--- config.mk ---
export PLATFORM = sky130hd
export DESIGN_NAME = sfsp_top
export DESIGN_NICKNAME = d
export VERILOG_FILES = /design/src/shared/sfsp_pkg.sv /design/src/shared/sfsp_reg_if.sv /design/src/hdl/sfsp_regfile.sv /design/src/hdl/sfsp_sync.sv /design/src/hdl/sfsp_top.sv
export SDC_FILE = /design/constraint.sdc
export NUM_CORES = 1
export LEC_CHECK = 0
export ABC_AREA = 1
export BUFFER_PORTS_ARGS = -buffer_cell sky130_fd_sc_hd__buf_2
export CORE_ASPECT_RATIO = 1.2
export CORE_MARGIN = 8
export CORE_UTILIZATION = 42
export DETAILED_ROUTE_END_ITERATION = 6
export PLACE_DENSITY_LB_ADDON = 0.25
export SKIP_LAST_GASP = 1
export SLEW_MARGIN = 20
export SYNTH_ARGS = -nofsm -noshare
export SYNTH_HDL_FRONTEND = slang
export SYNTH_SLANG_ARGS = --single-unit
--- constraint.sdc ---
create_clock -name sys_clk -period 2.2 [get_ports sys_clk]
set_clock_uncertainty 0.1 [all_clocks]
set_input_delay 0.11 -clock sys_clk [delete_from_list [all_inputs] [get_ports sys_clk]]
set_output_delay 0.11 -clock sys_clk [all_outputs]
set_load 0.01 [all_outputs]
--- src/shared/sfsp_pkg.sv ---
// Purpose: Shared constants and decode helpers for the frame engine
// Assumes: 6-bit address space, 8-bit registers, 16-bit frames
// Notes: Status register order follows their addresses
`default_nettype none
package sfsp_pkg;
  // Operation codes carried in the two top command bits
  typedef enum logic [1:0] {
    OP_WRITE = 2'h0,
    OP_READ = 2'h1,
    OP_RDCLR = 2'h2,
    OP_INFO = 2'h3
  } sfsp_op_e;

  // Frame shape
  localparam logic [4:0] FRAME_BITS = 5'h10;
  localparam logic [4:0] CMD_BITS = 5'h08;
  localparam logic [7:0] FRAME_WIDTH_INFO = 8'h01;

  // Register addresses
  localparam logic [5:0] A_CTRL = 6'h00;
  localparam logic [5:0] A_CTRL_LAST = 6'h09;
  localparam logic [5:0] A_DUTY_FIRST = 6'h10;
  localparam logic [5:0] A_DUTY_LAST = 6'h13;
  localparam logic [5:0] A_PHASE_FIRST = 6'h18;
  localparam logic [5:0] A_PHASE_LAST = 6'h1b;
  localparam logic [5:0] A_READBACK = 6'h2e;
  localparam logic [5:0] A_GENERAL = 6'h2f;
  localparam logic [5:0] A_THERM = 6'h30;
  localparam logic [5:0] A_OPEN_ON = 6'h31;
  localparam logic [5:0] A_OPEN_OFF = 6'h32;
  localparam logic [5:0] A_PLIM = 6'h33;
  localparam logic [5:0] A_OVLD = 6'h34;
  localparam logic [5:0] A_TEST_REG = 6'h3e;
  localparam logic [5:0] A_CONFIG = 6'h3f;
  localparam int NUM_STAT = 5;

  // Information space addresses
  localparam logic [5:0] A_INFO_ID = 6'h00;
  localparam logic [5:0] A_INFO_VER = 6'h01;
  localparam logic [5:0] A_INFO_PROD1 = 6'h02;
  localparam logic [5:0] A_INFO_PROD2 = 6'h03;
  localparam logic [5:0] A_INFO_FRAME = 6'h3e;

  // Global status byte bit positions
  localparam int SB_GLOBAL = 7;
  localparam int SB_COMERR = 6;
  localparam int SB_NRESET = 5;
  localparam int SB_POWER = 4;
  localparam int SB_CASE = 3;
  localparam int SB_OPEN_ON = 2;
  localparam int SB_OPEN_OFF = 1;
  localparam int SB_FAILSAFE = 0;

  // Reset values
  localparam logic COMERR_RESET = 1'b0;
  localparam logic CHIPRST_RESET = 1'b1;
  localparam logic FAILSAFE_RESET = 1'b1;
  localparam logic [7:0] REG_RESET = 8'h00;

  // Writable storage locations
  function automatic logic sfsp_ram_hit(input logic [5:0] a);
    return (a <= A_CTRL_LAST) ||
      (a >= A_DUTY_FIRST && a <= A_DUTY_LAST) ||
      (a >= A_PHASE_FIRST && a <= A_PHASE_LAST) ||
      a == A_TEST_REG || a == A_CONFIG;
  endfunction : sfsp_ram_hit

  // Read-and-clear fault registers
  function automatic logic sfsp_stat_hit(input logic [5:0] a);
    return a >= A_THERM && a <= A_OVLD;
  endfunction : sfsp_stat_hit

  // Address holds something for this operation
  function automatic logic sfsp_assigned(input sfsp_op_e op,
                                         input logic [5:0] a);
    if (op == OP_INFO) begin
      return a <= A_INFO_PROD2 || a == A_INFO_FRAME;
    end
    return sfsp_ram_hit(a) || sfsp_stat_hit(a) ||
      a == A_READBACK || a == A_GENERAL;
  endfunction : sfsp_assigned
endpackage : sfsp_pkg
`default_nettype wire

--- src/shared/sfsp_reg_if.sv ---
// Purpose: Link between frame engine and register file
// Assumes: Both ends on sys_clk
// Notes: rdata and summary are combinational from the register file
`timescale 1ns/1ps
`default_nettype none
interface sfsp_reg_if;
  import sfsp_pkg::*;
  logic [5:0] addr;
  sfsp_op_e op;
  logic [7:0] wdata;
  logic commit;
  logic frozen;
  logic [7:0] rdata;
  logic [2:0] summary;
  modport engine(output addr, op, wdata, commit, frozen,
                 input rdata, summary);
  modport regs(input addr, op, wdata, commit, frozen,
               output rdata, summary);
endinterface : sfsp_reg_if
`default_nettype wire

--- src/hdl/sfsp_regfile.sv ---
// Purpose: Control storage, fault registers and information bytes
// Assumes: Fault inputs are one-cycle events on sys_clk
// Notes: Events seen while frozen are held and applied afterwards
`timescale 1ns/1ps
`default_nettype none
module sfsp_regfile #(
  parameter int CH = 4,
  parameter logic [7:0] INFO_ID = 8'h5a,   // Arbitrary value
  parameter logic [7:0] INFO_VER = 8'h01,  // Arbitrary value
  parameter logic [7:0] INFO_PROD1 = 8'h11, // Arbitrary value
  parameter logic [7:0] INFO_PROD2 = 8'h22  // Arbitrary value
) (
  // Clock and reset
  input wire logic sys_clk,
  input wire logic reset,
  // Engine side
  sfsp_reg_if.regs bus,
  // Channel fault events, in address order
  input wire logic [CH-1:0] fault_ev [sfsp_pkg::NUM_STAT],
  // Read-only status sources
  input wire logic [7:0] channel_readback,
  input wire logic [7:0] general_status,
  // Stored settings
  output logic [7:0] control_reg,
  output logic [7:0] configuration_reg
);
  import sfsp_pkg::*;
  logic [7:0] ram_q [64];
  logic [7:0] ram_d [64];
  logic [CH-1:0] stat_q [NUM_STAT];
  logic [CH-1:0] stat_d [NUM_STAT];
  logic [CH-1:0] pend_q [NUM_STAT];
  logic [CH-1:0] pend_d [NUM_STAT];

  // Next state: writes, clears, event merge
  always_comb begin
    logic clr;
    clr = 1'b0;
    for (int i = 0; i < 64; i++) begin
      ram_d[i] = ram_q[i];
    end
    if (bus.commit && bus.op == OP_WRITE && sfsp_ram_hit(bus.addr)) begin
      ram_d[bus.addr] = bus.wdata; // RULE_16
    end
    for (int i = 0; i < NUM_STAT; i++) begin
      clr = bus.commit && bus.op == OP_RDCLR &&
        (bus.addr == A_THERM + 6'(i) || bus.addr == A_CONFIG); // RULE_21
      if (bus.frozen) begin
        stat_d[i] = stat_q[i]; // RULE_19
        pend_d[i] = pend_q[i] | fault_ev[i];
      end else begin
        // A new event beats a clear in the same cycle
        stat_d[i] = (clr ? '0 : stat_q[i]) | pend_q[i] | fault_ev[i]; // RULE_20
        pend_d[i] = '0;
      end
    end
  end

  // Register group
  always_ff @(posedge sys_clk) begin
    if (reset) begin
      for (int i = 0; i < 64; i++) begin
        ram_q[i] <= REG_RESET;
      end
      for (int i = 0; i < NUM_STAT; i++) begin
        stat_q[i] <= '0;
        pend_q[i] <= '0;
      end
    end else begin
      ram_q <= ram_d;
      stat_q <= stat_d;
      pend_q <= pend_d;
    end
  end

  // Read mux; unassigned addresses read as zero
  always_comb begin
    bus.rdata = 8'h00; // RULE_18
    if (bus.op == OP_INFO) begin
      unique case (bus.addr)
        A_INFO_ID: bus.rdata = INFO_ID; // RULE_22
        A_INFO_VER: bus.rdata = INFO_VER;
        A_INFO_PROD1: bus.rdata = INFO_PROD1;
        A_INFO_PROD2: bus.rdata = INFO_PROD2;
        A_INFO_FRAME: bus.rdata = FRAME_WIDTH_INFO;
        default: bus.rdata = 8'h00;
      endcase
    end else if (sfsp_ram_hit(bus.addr)) begin
      bus.rdata = ram_q[bus.addr];
    end else if (sfsp_stat_hit(bus.addr)) begin
      bus.rdata = 8'(stat_q[3'(bus.addr - A_THERM)]);
    end else if (bus.addr == A_READBACK) begin
      bus.rdata = channel_readback;
    end else if (bus.addr == A_GENERAL) begin
      bus.rdata = general_status;
    end
  end

  // Fault summaries for the status byte
  assign bus.summary[2] = |stat_q[0] | |stat_q[3] | |stat_q[4]; // RULE_10
  assign bus.summary[1] = |stat_q[1]; // RULE_12
  assign bus.summary[0] = |stat_q[2]; // RULE_13
  assign control_reg = ram_q[A_CTRL];
  assign configuration_reg = ram_q[A_CONFIG];
endmodule : sfsp_regfile
`default_nettype wire

--- src/hdl/sfsp_sync.sv ---
// Purpose: Two-stage synchroniser for pin inputs
// Assumes: Inputs are slow against sys_clk
// Notes: Only the second stage leaves this module
`timescale 1ns/1ps
`default_nettype none
module sfsp_sync #(
  parameter int W = 3,
  parameter logic [W-1:0] INIT = '0
) (
  // Clock and reset
  input wire logic sys_clk,
  input wire logic reset,
  // Data
  input wire logic [W-1:0] d,
  output logic [W-1:0] q
);
  logic [W-1:0] meta_q;

  // Both stages in one register group
  always_ff @(posedge sys_clk) begin
    if (reset) begin
      meta_q <= INIT;
      q <= INIT;
    end else begin
      meta_q <= d;
      q <= meta_q;
    end
  end
endmodule : sfsp_sync
`default_nettype wire

--- src/hdl/sfsp_top.sv ---
// Purpose: Serial frame engine with global status byte
// Assumes: Link pins are asynchronous and sampled on sys_clk
// Notes: Link clock must stay well below sys_clk (125 ns in bench)
// Contract
// (RULE_01) First byte: two-bit opcode over six-bit address, then data.
// (RULE_02) Opcodes: 00 write, 01 read, 10 read-clear, 11 info.
// (RULE_03) Output frame is status byte then data byte, MSB first.
// (RULE_04) Bit 7 global error flag, resets 1, ORs all error sources.
// (RULE_05) Error flag shown with select low and clock idle, no error.
// (RULE_06) Bit 6 set at frame end on bad pulse count or mode.
// (RULE_07) Pulse count must match frame width info, else frame ignored.
// (RULE_08) Communication error seen next frame, cleared by valid frame.
// (RULE_09) Bit 5 low after chip reset or error; high after valid frame.
// (RULE_10) Bit 4 ORs thermal, power limit and overload registers.
// (RULE_11) Bit 3 follows the case overtemperature prewarning level.
// (RULE_12) Bit 2 ORs the on-state open-load register.
// (RULE_13) Bit 1 ORs the off-state open-load or stuck register.
// (RULE_14) Bit 0 high in failsafe mode, resets to 1.
// (RULE_15) Master treats status FFh or 00h as link failure.
// (RULE_16) Write stores data, returns old content in the same frame.
// (RULE_17) First bit at select fall, then on clock falls; sample rises.
// (RULE_18) Read returns register content; unassigned gives 00h.
// (RULE_19) Status registers are frozen while a frame runs.
// (RULE_20) Read-clear returns then clears the addressed status register.
// (RULE_21) Read-clear at 3Fh clears all, returns configuration register.
// (RULE_22) Info read returns info byte, data ignored, never modified.
// (RULE_23) Only exactly sixteen bits accepted; output off while deselected.
// (RULE_24) Master uses clock polarity 0, phase 0, clock low at start.
// (RULE_25) Unassigned address: no effect on storage or status flags.
// (RULE_26) Commit only at select rise after a valid pulse count.
`timescale 1ns/1ps
`default_nettype none
module sfsp_top #(
  parameter int CH = 4
) (
  // Clock and reset
  input wire logic sys_clk,
  input wire logic reset,
  // Serial link pins
  input wire logic spi_sck,
  input wire logic spi_csn_n,
  input wire logic spi_sdi,
  output logic spi_sdo,
  output logic spi_sdo_oe,
  // Channel fault events
  input wire logic [CH-1:0] thermal_shutdown_fault,
  input wire logic [CH-1:0] open_load_on_fault,
  input wire logic [CH-1:0] open_load_off_fault,
  input wire logic [CH-1:0] power_limit_fault,
  input wire logic [CH-1:0] overload_fault,
  // Device conditions
  input wire logic case_overtemp,
  input wire logic select_monitor_timeout,
  input wire logic supply_undervoltage,
  input wire logic pwm_clock_low,
  input wire logic failsafe_mode,
  input wire logic soft_reset,
  // Read-only status sources
  input wire logic [7:0] channel_readback,
  input wire logic [7:0] general_status,
  // Stored settings
  output logic [7:0] control_reg,
  output logic [7:0] configuration_reg
);
  import sfsp_pkg::*;

  // Frame states, Gray along the usual path except S_DONE to S_IDLE
  typedef enum logic [2:0] {
    S_IDLE = 3'h0,
    S_CMD = 3'h1,
    S_LOAD = 3'h3,
    S_DATA = 3'h2,
    S_DONE = 3'h6
  } sfsp_state_e;

  sfsp_reg_if rif ();
  logic [CH-1:0] fault_ev [NUM_STAT];
  logic sck_s;
  logic csn_s;
  logic sdi_s;
  logic sck_p_q;
  logic csn_p_q;
  logic sck_rise;
  logic sck_fall;
  logic csn_fall;
  logic csn_rise;

  // Pins cross into sys_clk; select idles high
  sfsp_sync #(
    .W(3),
    .INIT(3'h2)
  ) u_sync (
    .sys_clk(sys_clk),
    .reset(reset),
    .d({spi_sck, spi_csn_n, spi_sdi}),
    .q({sck_s, csn_s, sdi_s})
  );

  // Previous synchronised levels for edge finding
  always_ff @(posedge sys_clk) begin
    if (reset) begin
      sck_p_q <= 1'b0;
      csn_p_q <= 1'b1;
    end else begin
      sck_p_q <= sck_s;
      csn_p_q <= csn_s;
    end
  end

  // Edges only while selected; select edges are global
  assign csn_fall = csn_p_q && !csn_s;
  assign csn_rise = !csn_p_q && csn_s;
  assign sck_rise = !csn_s && !csn_p_q && sck_s && !sck_p_q;
  assign sck_fall = !csn_s && !csn_p_q && !sck_s && sck_p_q;

  // Fault events in status register address order
  assign fault_ev[0] = thermal_shutdown_fault;
  assign fault_ev[1] = open_load_on_fault;
  assign fault_ev[2] = open_load_off_fault;
  assign fault_ev[3] = power_limit_fault;
  assign fault_ev[4] = overload_fault;

  sfsp_regfile #(
    .CH(CH)
  ) u_regs (
    .sys_clk(sys_clk),
    .reset(reset),
    .bus(rif.regs),
    .fault_ev(fault_ev),
    .channel_readback(channel_readback),
    .general_status(general_status),
    .control_reg(control_reg),
    .configuration_reg(configuration_reg)
  );

  // Frame engine state
  sfsp_state_e st_q;
  sfsp_state_e st_d;
  logic [4:0] cnt_q;
  logic [4:0] cnt_d;
  logic [15:0] in_q;
  logic [15:0] in_d;
  logic [7:0] cmd_q;
  logic [7:0] cmd_d;
  logic [7:0] out_q;
  logic [7:0] out_d;
  logic sdo_d;
  logic oe_d;
  logic mode_bad_q;
  logic mode_bad_d;
  logic fin_ok_q;
  logic fin_ok_d;
  logic fin_bad_q;
  logic fin_bad_d;

  // Status flag state
  logic comerr_q;
  logic comerr_d;
  logic chiprst_q;
  logic chiprst_d;
  logic failsafe_q;
  logic failsafe_d;
  logic [7:0] gbyte;
  logic hit;

  // Global status byte, built from the flags and summaries
  always_comb begin
    gbyte = 8'h00;
    gbyte[SB_GLOBAL] = chiprst_q | comerr_q | |rif.summary |
      select_monitor_timeout | supply_undervoltage | pwm_clock_low; // RULE_04
    gbyte[SB_COMERR] = comerr_q; // RULE_06
    gbyte[SB_NRESET] = !(chiprst_q || comerr_q); // RULE_09
    gbyte[SB_POWER] = rif.summary[2]; // RULE_10
    gbyte[SB_CASE] = case_overtemp; // RULE_11
    gbyte[SB_OPEN_ON] = rif.summary[1]; // RULE_12
    gbyte[SB_OPEN_OFF] = rif.summary[0]; // RULE_13
    gbyte[SB_FAILSAFE] = failsafe_q; // RULE_14
  end

  // Register port: command fields drive address and operation
  assign rif.addr = cmd_q[5:0]; // RULE_01
  assign rif.op = sfsp_op_e'(cmd_q[7:6]); // RULE_02
  assign rif.wdata = in_q[7:0];
  assign rif.frozen = st_q == S_CMD || st_q == S_LOAD ||
    st_q == S_DATA; // RULE_19
  assign hit = sfsp_assigned(rif.op, rif.addr); // RULE_25
  assign rif.commit = st_q == S_DONE && fin_ok_q && hit; // RULE_26

  // Frame engine next state
  always_comb begin
    st_d = st_q;
    cnt_d = cnt_q;
    in_d = in_q;
    cmd_d = cmd_q;
    out_d = out_q;
    sdo_d = spi_sdo;
    oe_d = spi_sdo_oe;
    mode_bad_d = mode_bad_q;
    fin_ok_d = fin_ok_q;
    fin_bad_d = fin_bad_q;
    // Input bits on clock rises, counted with saturation
    if (sck_rise) begin
      in_d = {in_q[14:0], sdi_s}; // RULE_17
      if (cnt_q != 5'h1f) begin
        cnt_d = cnt_q + 5'h01; // RULE_07
      end
    end
    // Output bits advance on clock falls
    if (sck_fall) begin
      sdo_d = out_q[7]; // RULE_17
      out_d = {out_q[6:0], 1'b0};
    end
    unique case (st_q)
      S_IDLE: begin
        if (csn_fall) begin
          st_d = S_CMD;
          cnt_d = 5'h00;
          sdo_d = gbyte[7]; // RULE_05
          out_d = {gbyte[6:0], 1'b0}; // RULE_03
          oe_d = 1'b1;
          // Clock high at select fall means wrong mode
          mode_bad_d = sck_s; // RULE_24
        end
      end
      S_CMD: begin
        if (cnt_q == CMD_BITS) begin
          st_d = S_LOAD;
          cmd_d = in_q[7:0]; // RULE_01
        end
      end
      S_LOAD: begin
        // Data byte loaded before the eighth falling edge
        out_d = rif.rdata; // RULE_18
        st_d = S_DATA;
      end
      S_DATA: begin
      end
      S_DONE: begin
        st_d = S_IDLE;
      end
    endcase
    // Select rise ends any frame in progress
    if (csn_rise && rif.frozen) begin
      st_d = S_DONE;
      oe_d = 1'b0; // RULE_23
      sdo_d = 1'b0;
      fin_ok_d = cnt_q == FRAME_BITS && !mode_bad_q && !sck_s; // RULE_23
      // An idle sample with no pulses is not an error
      fin_bad_d = !fin_ok_d && cnt_q != 5'h00; // RULE_05
    end
  end

  // Frame engine registers
  always_ff @(posedge sys_clk) begin
    if (reset) begin
      st_q <= S_IDLE;
      cnt_q <= 5'h00;
      in_q <= 16'h0000;
      cmd_q <= 8'h00;
      out_q <= 8'h00;
      spi_sdo <= 1'b0;
      spi_sdo_oe <= 1'b0;
      mode_bad_q <= 1'b0;
      fin_ok_q <= 1'b0;
      fin_bad_q <= 1'b0;
    end else begin
      st_q <= st_d;
      cnt_q <= cnt_d;
      in_q <= in_d;
      cmd_q <= cmd_d;
      out_q <= out_d;
      spi_sdo <= sdo_d;
      spi_sdo_oe <= oe_d;
      mode_bad_q <= mode_bad_d;
      fin_ok_q <= fin_ok_d;
      fin_bad_q <= fin_bad_d;
    end
  end

  // Status flags; a soft reset wins over a clearing frame
  always_comb begin
    comerr_d = comerr_q;
    chiprst_d = chiprst_q;
    failsafe_d = failsafe_mode; // RULE_14
    if (st_q == S_DONE && fin_bad_q) begin
      comerr_d = 1'b1; // RULE_06
    end else if (st_q == S_DONE && fin_ok_q && hit) begin
      // Unassigned addresses leave every flag alone
      comerr_d = 1'b0; // RULE_08
      chiprst_d = 1'b0; // RULE_09
    end
    if (soft_reset) begin
      chiprst_d = 1'b1; // RULE_09
    end
  end

  // Status flag registers
  always_ff @(posedge sys_clk) begin
    if (reset) begin
      comerr_q <= COMERR_RESET;
      chiprst_q <= CHIPRST_RESET; // RULE_04
      failsafe_q <= FAILSAFE_RESET;
    end else begin
      comerr_q <= comerr_d;
      chiprst_q <= chiprst_d;
      failsafe_q <= failsafe_d;
    end
  end
endmodule : sfsp_top
`default_nettype wire

==> results.md, run 1 <==
- The worst-case IR drop observed on VDD is 0.794 mV.
- The signal on the critical path passes through inv_6, o211ai_1, nand4_1, buf_4, buf_4, buf_4, buf_4, buf_4, buf_4, buf_4, nand2_2, nand2_1, a21oi_1.
- The final reports fail on negative setup slack.
- Counting stages on the worst path, the most repeated cell is buf_4.
- Summed over all layers, the routed wires come to 69100 microns.
- Across all hold checks on the routed design, the worst slack comes to 28.4 ps.
- In this run the clock root is driven by a clkbuf_16.
- The leading cell type in the layout, fill and taps excluded is nand2_1.
- The slowest cell on the critical path is dfxtp_4.
- The die extent in x is 227 microns.
- The first detailed-routing pass took 6 iterations.
- The total clock sinks is 536.
- The post-route clock period utilization is 103%.
- The filler cells instantiated in the layout total 5027.
- The register with the most flip-flops in the layout has roughly 430 of them.
- The global-route total usage across every layer is a little over a fifth.
- The worst hold path begins at channel_readback[3].
- The count of buffers inserted at the top-level ports is 64.
- TritonCTS built the clock tree.
- The tightest min-delay check is of the input pin to register type.
- Dividing total power by cell area gives a power density of 740 nW/um^2.
- The final max-slew violation count was 0.
- The final cell utilization of the core is 55.0%.
- The maximum fanout count along the critical path is 5.
- The antenna diode count is 0.
- The post-synthesis sequential area ratio is a little under half.
- The initial standard-cell utilization of the core is 42.5%.
- The height of the die is 269 microns.
- The number of different library cells used by synthesis comes to 36.
- The clock latency reported for the late side of the worst-skew pair is 630 ps.
- The peak clock frequency supported by timing is 0.441 GHz.
- The initial antenna violation count was 0.
- Synthesis produced around 3300 cells.
- The number of max-capacitance violations reported is 0.
- The longest clock path from root to sink contains 3 buffers.
- The wire length per cell is roughly 16 microns.
- The run finished, with violations left.
- Each instance of the synthesized netlist takes up on average 6.76 sq um.
- The number of clock buffers added by TritonCTS is 55.
- The net count of the finished layout is 3567.
- After synthesis the netlist holds a flip-flop and latch count of 536.
- In the final layout, the registers with the most flip-flops are u_regs.ram_q (432), u_regs.pend_q (20), u_regs.stat_q (20).
- Counting flops per register, the top entry is u_regs.ram_q.
- The minimum period implied by the final worst setup slack is between 2000 and 2500 ps.
- The H-tree generated during clock tree synthesis spans 2 levels.
- The path type of the worst setup path is register to register.
- The detailed placement HPWL is around 43000 microns.
- The floorplan has between 90 and 100 rows.
- The die covers around 60000 sq um.
- The DRC violations left is 0.
- In this run the remaining antenna-violating nets after routing total 0.
- The delay contributed by the slowest stage of the critical path is 430 ps.
- STA puts the critical path data arrival time at 2720 ps.
- The setup slack after layout is -65.6 ps.
- The area of the placeable core is 52600 sq um.
- The sort of element at the end of the critical path is a register.
- Counting every net in the synthesized netlist gives 3355.
- In the layout the commonest cells are nand2_1 (710), nor2_1 (700), dfxtp_1 (532), inv_1 (411), a21oi_1 (188).
- The transition time of the tightest slew-check pin is 795 ps.
- 65 I/O pins were placed.
- The final estimated routing congestion in global placement is 0.922.
- STA classifies the critical path startpoint as a register.
- The area overhead of the layout relative to synthesis is 29.4%.
- The total overflow left after global routing is 0.
- The start point of the critical path is cmd_q[1].
- Data on the critical path is required at its endpoint by 2660 ps.
- The via count of the first global-routing pass is 19900.
- The first-pass GRT wire length is between 100000 and 150000 microns.
- Clock-pin slew was measured on the worst setup and hold paths at 70 ps.
- The share of cells above drive strength 1 is 17.9%.
- After the first detailed-routing iteration, the DRC count stood at 1611.
- The synthesized netlist occupies a cell area of 22400 sq um.
- Entering global routing, the biggest net connects about 130 pins.
- In this run the tightest slew margin relative to its limit is a little under half.
- Using the TritonRoute via totals, the vias-per-cell ratio works out to roughly 4.9.
- The final hold violation count was 0.
- The static power due to leakage is 12.0 nW.
- The internal reg-to-reg setup slack is -70 ps.
- The startpoint of the lowest-slack register-to-register path is cmd_q[1].
- The routed layout has 21100 vias.
- The number of failing setup endpoints in the final timing report is between 80 and 90.
- The warning count from the yosys run is 0.
- Setup repair after global routing could not meet its margin everywhere.
## layout make-up
type / count / area (sq um) / area share (%)
Multi-Input combinational cell: 2143 / 10200 / 35.3
Sequential cell: 536 / 10700 / 37.1
Clock buffer: 78 / 1620 / 5.61
Inverter: 421 / 1600 / 5.52
Timing Repair Buffer: 361 / 3560 / 12.3
Tap cell: 705 / 882 / 3.05
Clock inverter: 21 / 323 / 1.12
## cell usage after synthesis, drive strengths merged
cell      n  area share, %
inv     417            7.0
ha        2           0.11
o21bai    1          0.034
nand4   141            3.9
o22a      4           0.16
nor4      5           0.14
o21a      3           0.10
clkbuf  154            2.6
dfxtp   536             48
a211oi    2          0.067
or2       3          0.084
o21ai   112            2.5
a31oi     1          0.028
a22oi     5           0.17
a221oi    8           0.31
a22o      1          0.039
nand3    42           0.94
nor2    723             12
a31o      1          0.039
o41ai     1          0.039
a41oi     1          0.039
o211ai    4           0.13
a211o     1          0.039
o31ai     2          0.067
buf      52            1.3
nor3     15           0.41
clkinv    4          0.067
nand2   790             13
o22ai     6           0.17
a21oi   269            6.0
## through the flow
stage | setup TNS [ps] | area (sq um) | power, mW | cells | setup WS (ps)
after floorplan | 0 | 22400 | 11.1 | 3306 | 17.3
after global placement | -5890 | 24500 | 11.6 | 4073 | -197
after detailed placement | -7680 | 24500 | 11.6 | 4073 | -259
after CTS | -109 | 27300 | 21.6 | 4237 | -34.7
after global routing | -11220 | 28900 | 22.2 | 4265 | -131
final | -1560 | 28900 | 21.4 | 4265 | -65.6
## final timing paths
| check | to | cells after the start |
|---|---|---|
| worst max-delay path | out_q[2] | 13 |
| worst min-delay path | out_q[3] | 8 |
| worst max register to register | out_q[2] | 13 |
| worst min register to register | u_sync.q[0] | 2 |
## layer usage
layer / vias to the layer above / routed length [microns] / global-route usage [%]
met1: 9646 / 28500 / 26.1
met3: 198 / 3900 / 3.75
met4: 0 / 3440 / 8.75
met2: 570 / 33200 / 37.3
met5: - / 0 / 0
li1: 10700 / - / -
## logic make-up after synthesis
group           Yosys count  share of synthesized area, %
fa+ha+maj                 2                         0.112
flops                   536                          48.0
buf+inv                 627                          11.0
compound gates          422                          9.98
simple gates           1719                          30.9
## report_power, final
part           leakage (nW)  switching (mW)  internal [mW]  total, mW
Clock                 0.959            4.01           5.96       9.97
Sequential             4.33           0.168           9.97       10.1
Combinational          6.71           0.822          0.502       1.32
Total                  12.0            5.00           16.4       21.4
## worst max-delay path, delay by kind of cell, from the launching register on
kind	cells	cell delay, ps
AO/OA/AOI/OAI	2	330
buffers and inverters	8	990
flip-flops	1	430
AND/OR/NAND/NOR	3	340
## repair_timing
| item | 4_1_cts | 5_1_grt |
|---|---|---|
| endpoints found under the setup margin | 170 | 188 |
| hold buffers | 46 | 0 |
| pin swaps | 3 | 80 |
| hold endpoints to repair | 109 | 0 |
| cloned | 4 | 16 |
| buffers inserted | 15 | 13 |
| gates resized for setup | 38 | 333 |
No activity file was read; power rests on OpenSTA's default activity.
==> run 2, diff against run 1 <==
Settings changed: BUFFER_PORTS_ARGS -buffer_cell sky130_fd_sc_hd__buf_2 to -buffer_cell sky130_fd_sc_hd__clkbuf_2, SYNTH_HIERARCHICAL set to 1.
==> results.md, run 2 <==
- The count of buffers inserted at the top-level ports came to 64 (unchanged).
- The final hold violation count is 0 (unchanged).
- The number of standard cells in the final layout excluding fillers is 4311 (+1.1%).
- The kind of cell adding the most delay to the critical path is simple AND/OR/NAND/NOR gates.
- The maximum fanout count along the critical path was 8 (+3).
- The initial standard-cell utilization of the core is 42.6% (+0.060 points).
- The deepest clock path buffer count came to 3 (unchanged).
- The number of nets still failing antenna checks after routing is 0 (unchanged).
- The summed negative setup slack over all endpoints is -21540 ps (-19980 ps).
- The sort of element at the end of the critical path is a register.
- The cell area after synthesis is 23900 sq um (+6.8%).
- The warning count from the yosys run is 6 (+6).
- The post-synthesis sequential area ratio is 50.3% (+2.3 points).
- The signal on the critical path passes through buf_12, nor2_4, nand3_1, nand2_1, nand2_2, nand3_2, nand2_1, inv_1, inv_2, nor3_4, buf_12, nand2_8, buf_6, nor3_4, buf_12, o21ai_0, a21oi_2.
- The power density of the placed cells is 728 nW/um^2 (-1.7%).
- The DRC violations left is 0 (unchanged).
- Sorting the synthesized cells by how often they occur yields nor2_1 (719), nand2_1 (678), dfxtp_1 (600).
- The CTS buffer count was 58 (+5.5%).
- The final estimated routing congestion in global placement is 0.878 (-4.8%).
- The die area is 64800 sq um (+6.3%).
- The proportion of register bits with asynchronous set or reset after synthesis is 0% (unchanged).
- The simple-gate share of the synthesized area is 25.1% (-5.8 points).
- The area of the placeable core was 56100 sq um (+6.7%).
- The global-route total usage across every layer came to 20.9% (-0.62 points).
- The final reports fail on negative setup slack.
- The cell sitting at the root of the clock tree is a clkbuf_16.
- The data required time of the worst path came to 2640 ps (-20 ps).
- The fraction of synthesized cell area taken by the top area cell type is 50.3% (+2.3 points).
- The mux share of post-synthesis cell area is 0% (unchanged).
- The flow ran to the end, but the final reports show violations.
- The via count of the first global-routing pass was 19900 (+0.14%).
- The clock latency reported for the late side of the worst-skew pair came to 620 ps (about the same).
- The TritonCTS clock tree is yes.
- The number of levels the H-tree was split into is 2 (unchanged).
- The detailed-route vias per instance was 4.91 (-0.55%).
- The number of distinct library cell variants in the gate-level netlist after synthesis is 45 (+25%).
- The most numerous cell in the Yosys netlist is nor2_1.
- The worst slew margin relative to its limit is 58.6% (+12 points).
- The final-layout fill cell count is 5400 (+7.4%).
- The height of the die is 277 microns (+3.1%).
- Counting flops per register, the top entry is u_regs/ram_q.
- The number of max-capacitance violations reported came to 0 (unchanged).
- The critical path buffer and inverter count came to 6 (-2).
- The net total in the final layout is 3587 (+0.56%).
- The synthesized-area fraction occupied by adder cells is 0.105% (-0.0071 points).
- The static power due to leakage came to 12.5 nW (+4.3%).
- The minimum period implied by the final worst setup slack is 2460 ps (+198 ps).
- The detailed placement HPWL was 44600 microns (+3.5%).
- The global route total overflow was 0 (unchanged).
- The total clock sinks is 600 (+12%).
- The min-delay analysis places its worst path in the category input pin to register.
- The placement row count is 95 (+3.3%).
- Setup repair after global routing could not meet its margin everywhere.
- The initial antenna violation count is 0 (unchanged).
- The delay contributed by the slowest stage of the critical path is 380 ps (-50 ps).
- Yosys attributes the largest share of cell area to dfxtp_1 (50%), nor2_1 (11%), nand2_1 (11%).
- The iteration-0 DRC count of the detailed router is 1531 (-5.0%).
- The library cell appearing most often on the critical path is buf_12.
- The area occupied by registers is 12000 sq um (+12%).
- The first-pass GRT wire length is 109000 microns (+3.4%).
- The wire length per cell was 16.3 microns (+0.95%).
- The cell count after synthesis was 3334 (+0.85%).
- Among all flip-flop cells after synthesis, the most frequent one is dfxtp_1.
- The routed wire length is 70500 microns (+2.0%).
- The antenna diode count came to 0 (unchanged).
- By area, the combinational part of the netlist is dominated by simple AND/OR/NAND/NOR gates.
- The complex-gate fraction of the synthesized area came to 13.7% (+3.7 points).
- The synthesized area per cell is 7.16 sq um (+5.9%).
- The final max-slew violation count came to 0 (unchanged).
- The post-route clock period utilization was 112% (+9.0 points).
- The number of failing setup endpoints in the final timing report is 151 (+80%).
- The sort of element at the start of the critical path is a register.
- The critical path is of the register to register type.
- Leaving out fill and tap cells, the most frequent cells in the layout are nor2_1 (684), nand2_1 (655), dfxtp_1 (595), inv_1 (423), a21oi_1 (189).
- The setup slack after layout came to -264 ps (-198 ps).
- For this design, the slowest cell found on the critical path is dfxtp_4.
- The largest registers in the layout are u_regs/ram_q (496), u_regs/pend_q (20), u_regs/stat_q (20).
- The via count is 21200 (+0.52%).
- The arrival time of data at the critical path endpoint is 2910 ps (+190 ps).
- The transition time of the tightest slew-check pin was 622 ps (-173 ps).
- The post-synthesis register bit count is 600 (+12%).
- The multi-input logic area came to 9910 sq um (-2.9%).
- The library cell used most frequently in the layout, excluding fill and tap cells, is nor2_1.
- The share of cells above drive strength 1 is 15.9% (-2.0 points).
- The number of synthesized flops with an enable pin came to 0 (unchanged).
- The xor/xnor cell area share of the yosys netlist is 0.0367% (+0.037 points).
- The count of boundary I/O pins was 65 (unchanged).
- The peak clock frequency supported by timing is 0.406 GHz (-8.0%).
- The die extent in x was 234 microns (+3.1%).
- dfxtp_1 takes more of the synthesized area than any other cell.
- The largest net degree at the start of global routing is 124 (-7.5%).
- The number of iterations in the first detailed-routing pass is 5 (-1).
- The clock transition time at the flip-flop clock pins of the worst setup and hold paths was 60 ps (about the same).
- The post-placement cell count is 4127 (+1.3%).
- The total nets after synthesis was 3383 (+0.83%).
- The area overhead of the layout relative to synthesis is 26.0%.
- The largest vdd supply drop is 0.650 mV (-18%).
- The flip-flop count of the largest register after layout was 496 (+15%).
[run 2: per-layer routing]
metal | track usage, % | up-vias | part of all wire (%)
met4 | 9.05 | 0 | 4.4
met3 | 2.94 | 153 | 4.8
met1 | 26.2 | 9750 | 43
met2 | 35.2 | 519 | 48
li1 | - | 10800 | -
met5 | 0 | - | 0
[run 2: kinds of logic after synthesis]
kind of cell               count (synthesis)
DFF                                      600
buffers and inverters                    643
AOI/OAI and AO/OA                        590
xor gates and xnor gates                   1
and+or+nand+nor                         1498
adders and majority gates                  2
[run 2: worst paths after layout]
path                             from           endpoint  slack, ps  cells past startpoint
hold reg to reg      u_sync/meta_q[1]        u_sync/q[1]        300                      2
setup reg to reg             cmd_q[1]  u_regs/ram_q[359]       -260                     17
setup / recovery             cmd_q[1]  u_regs/ram_q[359]       -260                     17
hold / removal    channel_readback[7]           out_q[7]         70                      9
[run 2: through the flow]
stage	hold slack [ps]	instance area, sq um	util, %	setup slack, ps	power [mW]
after global placement	193	26400	47.1	-294	11.8
after global routing	119	30100	53.6	-418	22.6
after detailed placement	198	26400	47.1	-327	11.8
after floorplan	79.4	23900	-	0.990	11.6
after CTS	46.5	29400	52.4	-171	22.1
final	66.1	30100	53.6	-264	21.9
[run 2: what timing repair did]
item,in CTS,in global routing
endpoints found under the hold margin,94,0
gates resized for setup,102,134
gates cloned,8,11
buffers inserted,16,12
setup endpoints to repair,168,188
pin swaps,31,57
hold buffers,37,0
[run 2: final cells by class]
| cell class | instances | area share (%) |
|---|---|---|
| Clock buffer | 87 | 5.79 |
| Clock inverter | 19 | 0.790 |
| Inverter | 451 | 5.73 |
| Multi-Input combinational cell | 2093 | 33.0 |
| Sequential cell | 600 | 40.0 |
| Tap cell | 727 | 3.02 |
| Timing Repair Buffer | 334 | 11.7 |
[run 2: worst min-delay path: cells and delay by family]
family                 cells  cell delay (ps)
AO/OA/AOI/OAI              3              150
buffers and inverters      2              130
AND/OR/NAND/NOR            4              340
[run 2: report_power, final]
part           switching, mW  internal (mW)
sequential            0.0627           11.0
combinational          0.392          0.228
clock                   4.23           6.03
